--- src/inc/test_bus_pkg.sv ---
// Constants and types shared by the test bus control logic
package test_bus_pkg;

   // Register offsets on the configuration port
   localparam logic [7:0] OFS_SELECT   = 8'h70;
   localparam logic [7:0] OFS_MONITOR  = 8'h74;
   localparam logic [7:0] OFS_CTRL_1   = 8'h78;
   localparam logic [7:0] OFS_CTRL_2   = 8'h7C;

   // Values after reset
   localparam logic [7:0] SELECT_RESET = 8'h00;
   localparam logic [7:0] CTRL_1_RESET = 8'h00;
   localparam logic [7:0] CTRL_2_RESET = 8'h00;
   localparam logic [8:0] PN_SEED      = 9'h1FF;

   // Test bus selections handled here
   localparam logic [7:0] SEL_XOR_FAST = 8'h17;
   localparam logic [7:0] SEL_TIMING   = 8'h18;
   localparam logic [7:0] SEL_CAL_LO   = 8'h19;
   localparam logic [7:0] SEL_CAL_HI   = 8'h1A;
   localparam logic [7:0] SEL_FREQ_LO  = 8'h1B;
   localparam logic [7:0] SEL_XOR_SLOW = 8'h1C;
   localparam logic [7:0] SEL_SQ2_HI   = 8'h1D;
   localparam logic [7:0] SEL_RSVD_A   = 8'h1E;
   localparam logic [7:0] SEL_RSVD_B   = 8'h1F;

   // Field positions in the first test control register
   localparam int CTRL_1_PN_EN     = 7;
   localparam int CTRL_1_MUX_ALT   = 6;
   localparam int CTRL_1_HR_XOR    = 5;
   localparam int CTRL_1_RAND_ADDR = 4;
   localparam int CTRL_1_FAST_CAL  = 3;
   localparam int CTRL_1_CAL_OVR   = 2;
   localparam int CTRL_1_ADC_TEST  = 1;
   localparam int CTRL_1_LOOPBACK  = 0;

   // Field positions in the second test control register
   localparam int CTRL_2_ED_CONT   = 1;
   localparam int CTRL_2_CCA_LATCH = 0;

   // Timing
   localparam int CLK_HZ           = 20_000_000;
   localparam int ED_STOP_NS       = 19_000;
   localparam int ED_STOP_CYCLES   = (ED_STOP_NS * (CLK_HZ / 1_000_000)) / 1_000;
   localparam int CAL_SLOW_HZ      = 1_000;
   localparam int CAL_FAST_HZ      = 22_000;
   localparam int CAL_SLOW_CYCLES  = CLK_HZ / CAL_SLOW_HZ;
   localparam int CAL_FAST_CYCLES  = CLK_HZ / CAL_FAST_HZ;
   localparam int CAL_CNT_W        = 15;
   localparam int ED_CNT_W         = 9;

   typedef enum logic [1:0] {ED_IDLE, ED_WINDOW, ED_HOLD} ed_state_e;

endpackage

--- src/inc/test_aux_if.sv ---
// Interface between the test bus control and its helper generators
`timescale 1ns/1ps
interface test_aux_if;
   logic       pn_run;
   logic [8:0] pn_state;
   logic       cal_fast;
   logic       cal_tick;

   modport ctrl_mp (output pn_run, output cal_fast,
                    input  pn_state, input cal_tick);
   modport pn_mp   (input  pn_run, output pn_state);
   modport div_mp  (input  cal_fast, output cal_tick);
endinterface

--- src/logic/cal_tick_divider.sv ---
// Divider making the calibration update tick at a slow or fast rate
`timescale 1ns/1ps
module cal_tick_divider #(
   parameter int SLOW_CYCLES = test_bus_pkg::CAL_SLOW_CYCLES,
   parameter int FAST_CYCLES = test_bus_pkg::CAL_FAST_CYCLES,
   parameter int CNT_W       = test_bus_pkg::CAL_CNT_W
) (
   input  wire logic  clk,
   input  wire logic  rst_b,
   test_aux_if.div_mp aux
);
   logic [CNT_W-1:0] cnt_q;
   logic [CNT_W-1:0] limit;
   logic             tick_q;

   assign limit = aux.cal_fast ? CNT_W'(FAST_CYCLES - 1)
                               : CNT_W'(SLOW_CYCLES - 1);

   // A rate change takes effect at once, the count restarts if above limit
   always_ff @(posedge clk or negedge rst_b) begin
      if (!rst_b) begin
         cnt_q  <= '0;
         tick_q <= 1'b0;
      end else if (cnt_q >= limit) begin
         cnt_q  <= '0;
         tick_q <= 1'b1;
      end else begin
         cnt_q  <= cnt_q + CNT_W'(1);
         tick_q <= 1'b0;
      end
   end

   assign aux.cal_tick = tick_q;
endmodule

--- src/flat_wrapper.sv ---
// flat-port wrapper written by rule: the top's interface ports become plain ports
module cal_tick_divider_flat 
#(
   parameter int SLOW_CYCLES = test_bus_pkg::CAL_SLOW_CYCLES,
   parameter int FAST_CYCLES = test_bus_pkg::CAL_FAST_CYCLES,
   parameter int CNT_W       = test_bus_pkg::CAL_CNT_W
)
  (clk, rst_b, aux_cal_fast, aux_cal_tick);
  test_aux_if aux_i ();
  input  wire logic clk;
  input  wire logic rst_b;
  input wire logic [$bits(aux_i.cal_fast)-1:0] aux_cal_fast;
  output wire logic [$bits(aux_i.cal_tick)-1:0] aux_cal_tick;
  assign aux_i.cal_fast = aux_cal_fast;
  assign aux_cal_tick = aux_i.cal_tick;
  cal_tick_divider #(.SLOW_CYCLES(SLOW_CYCLES), .FAST_CYCLES(FAST_CYCLES), .CNT_W(CNT_W)) u_core (.clk(clk), .rst_b(rst_b), .aux(aux_i));
endmodule
--- config.mk ---
export PLATFORM = sky130hd
export DESIGN_NAME = cal_tick_divider_flat
export DESIGN_NICKNAME = d
export VERILOG_FILES = /design/src/inc/test_bus_pkg.sv /design/src/inc/test_aux_if.sv /design/src/logic/cal_tick_divider.sv /design/src/flat_wrapper.sv
export SDC_FILE = /design/constraint.sdc
export NUM_CORES = 1
export LEC_CHECK = 0
export ABC_AREA = 1
export BUFFER_PORTS_ARGS = -buffer_cell sky130_fd_sc_hd__buf_2
export CAP_MARGIN = 20
export CORE_MARGIN = 1
export CORE_UTILIZATION = 40
export DETAILED_ROUTE_END_ITERATION = 12
export PLACE_DENSITY = 0.59
export SLEW_MARGIN = 40
export SYNTH_ARGS = -nofsm -noshare
export SYNTH_HDL_FRONTEND = slang
export SYNTH_SLANG_ARGS = --single-unit
--- constraint.sdc ---
create_clock -name clk -period 1.8 [get_ports clk]
set_input_delay 0.09 -clock clk [delete_from_list [all_inputs] [get_ports clk]]
set_output_delay 0.09 -clock clk [all_outputs]
set_load 0.02 [all_outputs]
Word-level counts from Yosys, hierarchy flattened. Cells that the tools add are included.

Add/sub/neg operators: 1. $lt $le $gt $ge: 1. Multiplexer cells: 3.

Operators by type and width (count): 15-bit two-way mux (2); 15-bit by 1-bit adder with 15-bit output (second input constant) (1); 15-bit greater-or-equal comparator (1); 1-bit two-way mux (1).

Bits in registers: 16. Input bits: 3. Output and inout bits: 1. Word-level logic and storage cells: 7.

Logic depth before layout (Yosys ltp).
Depth after elaboration: 3. Depth in mapped cells: 11. Mapped depth without buffers: 10.

Worst setup path after synthesis. OpenSTA, ideal clock, no wires.

Path kind: register to register. Start: reg u_core.cnt_q[14]. End: reg u_core.cnt_q[9]. Arrival time: 1336 ps. Required time: 1679 ps. Slack: 343 ps. Stages on the path, launching flop included: 10. Buffers on the path: 1. Path through: dfrtp_1 ha_1 nand2_1 inv_1 nand2_1 nor2_1 nand2_1 nand4_4 buf_6 nor2_2.

Longest elaborated chain between the ends: 2.

RTL lines: start: declaration (RTL line cal_tick_divider.sv:12) `logic [CNT_W-1:0] cnt_q;`; start signal: assignment (RTL line cal_tick_divider.sv:28) `cnt_q <= cnt_q + CNT_W'(1);`; 15-bit greater-or-equal comparator (RTL line cal_tick_divider.sv:24) `end else if (cnt_q >= limit) begin`; 15-bit two-way mux (RTL line cal_tick_divider.sv:24).

No other way between the ends.

Worst setup path in the final report.
Start: reg u_core.cnt_q[14]. End: reg u_core.cnt_q[4].

The elaborated chain is that of the path after synthesis.

==> out/qor.csv <==
metric;value;unit
share of cells above drive strength 1;0.1722;
Initial DRC Count;8;
Primary FF master, synth;dfrtp_1;
First-pass DRT Iterations;4;
Commonest cells post-synth;34 x nand2_1, 22 x inv_1, 19 x nor2_1;
# rows;18;
nets;165;
gp weighted congestion;0.7375;
H-Tree Depth;1;
CTS tree;done;
Post-synth EDFFs;0;
ant diodes;0;
Slowest cell on crit path;dfrtp_1;
CP cell instances;ha_1 > nand2_1 > inv_1 > nand2_1 > nor2_1 > nand2_1 > nand4_4 > nor2_1;
CTS Buffer Depth;2;
DIE AREA;3048;um2
setup TNS;0;ns
reg2reg start;u_core.cnt_q[14]$_DFF_PN0_;
ys async rst share;1.000;
Initial Util;0.4410;
Max Cap Viol;0;
CTS Buf Count;3;
Critical Path Most Common Cell;nand2_1;
Post-Syn Instances;145;
WL final;2013;um
worst skew pair latency;0.29;ns
Final Cell Area;1199;um2
Cell variety after synth;19;
chip height;55.21;um
share of the synthesized area in the top cell type;0.3536;
CP Data Arrival Time;1.84;ns
most frequent cell after synthesis;nand2_1;
Cell Area, Synth;1132;um2
CP peak stage delay;0.41;ns
number of remaining DRC errors;0;
syn_area_per_cell;7.809;um2
vias in the first global route;833;
hpwl dp;1590;um
gr usage total;0.1507;
overall die width;55.21;um
leak pwr;0.0006055;uW
post-synthesis register bit count;16;
Max Fclk;611.8;MHz
Max FO, Critical Path;16;
Crit. End Element;flip-flop;
placed inst area;1166;um2
startpoint types;flip-flop;
DR vias;870;
Root Driver;clkbuf_4;
IR drop worst, VDD;599.0;uV
R2R depth;8;
syn_nets;157;
YS warnings;0;
leading area contributor after synthesis;dfrtp_1;
ANT nets after route;0;
final clock skew;0.005336;ns
RSZ-0062 raised after global routing;no;
grt ovf;0;
Hold Fails Final Rpt;0;
initial antenna violation count;0;
final worst path period need;1.634;ns
Crit Path Class;reg -> reg;
reg2reg setup slack;0.17;ns
sequential area share after synthesis;0.3536;
Syn-to-layout area delta;5.856;%
Reg clk slew, reported paths;0.09;ns
first-pass GRT wire length;3698;um
Cell Pwr Density;985.9;nW/um2
largest net degree at the start of global routing;17;
core area;2567;um2
Avg WL per Cell;11.12;um
final setup fails;0;
critical path required time;2.01;ns
Synth area leaders;dfrtp_1 35%, nand2_1 11%, ha_1 9.9%, inv_1 7.3%, nor2_2 6.6%;
number of I/O pins;4;
Slew headroom;0.7467;
Slew Limit Fails;0;
clk sinks;16;
fin crit share;0.9080;
port bufs;3;
Hold Path Class;in -> async;
Slew @ Worst Pin;0.3771;ns
status;finished, final reports clean;
vias per std cell;4.807;
reg2reg end;u_core.cnt_q[4]$_DFF_PN0_;
-- registers in the layout, indices dropped and copies added, names as in the netlist --
register and cells:
u_core.aux.cal_tick 1, u_core.cnt_q 15
-- power breakdown --
part / leakage, uW / total [uW] / switching (uW) / internal, uW
Sequential: 0.000213 / 542 / 96.6 / 445
Clock: 0.0000138 / 189 / 111 / 77.7
Combinational: 0.000379 / 451 / 258 / 193
Total: 0.000606 / 1180 / 466 / 716
-- kinds of logic after synthesis --
logic type	after synthesis	share of synthesized area
and+or+nand+nor	82	0.3414
buffers and inverters	25	0.1028
DFF	16	0.3536
xor gates and xnor gates	10	0.07735
adders and majority gates	9	0.09945
AOI/OAI and AO/OA	3	0.02542
-- layer usage --
layer  vias to the layer above  GRT usage  part of all wire
li1                        457          -                 -
met1                       391     0.2095              0.49
met2                        18     0.2444              0.46
met3                         4    0.02108             0.036
met4                         0    0.04286             0.013
met5                         -          0                 0
-- area by class of cell --
class	count	area, um2
fill	258	1369
clock buffer	3	22.52
multi-input combinational	104	615.6
tap	30	37.54
inverter	22	82.58
timing repair buffer	6	40.04
sequential	16	400.4
-- how the worst max path moves through the flow --
stage	slack, ns	start	end	cells past startpoint
4_1_cts	0.15	u_core.cnt_q[14]$_DFF_PN0_	u_core.cnt_q[2]$_DFF_PN0_	8
5_1_grt	0.005	u_core.cnt_q[14]$_DFF_PN0_	u_core.cnt_q[1]$_DFF_PN0_	8
6_report	0.17	u_core.cnt_q[14]$_DFF_PN0_	u_core.cnt_q[4]$_DFF_PN0_	8
3_5_place_dp	0.18	u_core.cnt_q[14]$_DFF_PN0_	u_core.cnt_q[2]$_DFF_PN0_	8
3_3_place_gp	0.21	u_core.cnt_q[4]$_DFF_PN0_	u_core.cnt_q[3]$_DFF_PN0_	8
2_1_floorplan	0.34	u_core.cnt_q[14]$_DFF_PN0_	u_core.cnt_q[9]$_DFF_PN0_	9
-- per-stage QoR --
stage	cells	setup WS, ns	hold WS [ns]	util	total power (uW)
floorplan	145	0.3435	-0.2056	-	913.2
global placement	177	0.2095	0.02031	0.4542	992.7
detailed placement	177	0.1778	0.02675	0.4542	1004
CTS	181	0.1502	0.2441	0.4669	1196
global route	181	0.005123	0.2746	0.4669	1306
finish	181	0.1656	0.2355	0.4669	1182
-- placed cells by master, fill, tap and decap left out, drive strengths merged --
cell type / instances
or2: 1
o21bai: 1
inv: 22
a21oi: 1
xor2: 7
nor3: 2
nand2: 36
clkbuf: 3
nor2: 31
buf: 5
nand3: 9
o21ai: 1
xnor2: 3
dlygate4sd3: 1
nand4: 3
dfrtp: 16
ha: 9
-- worst max-delay path, delay by kind of cell (launching register included) --
kind,cells,cell delay [ns]
AND/OR/NAND/NOR,6,0.77
buffers and inverters,1,0.03
flip-flops,1,0.41
adder cells (fa/ha/maj),1,0.33
-- what timing repair did --
action,4_1_cts,5_1_grt
setup endpoints to repair,0,1
setup buffers,0,0
hold buffers,1,0
gates resized for setup,0,0
endpoints found under the hold margin,16,0
Power figures use the tool's default switching activity.
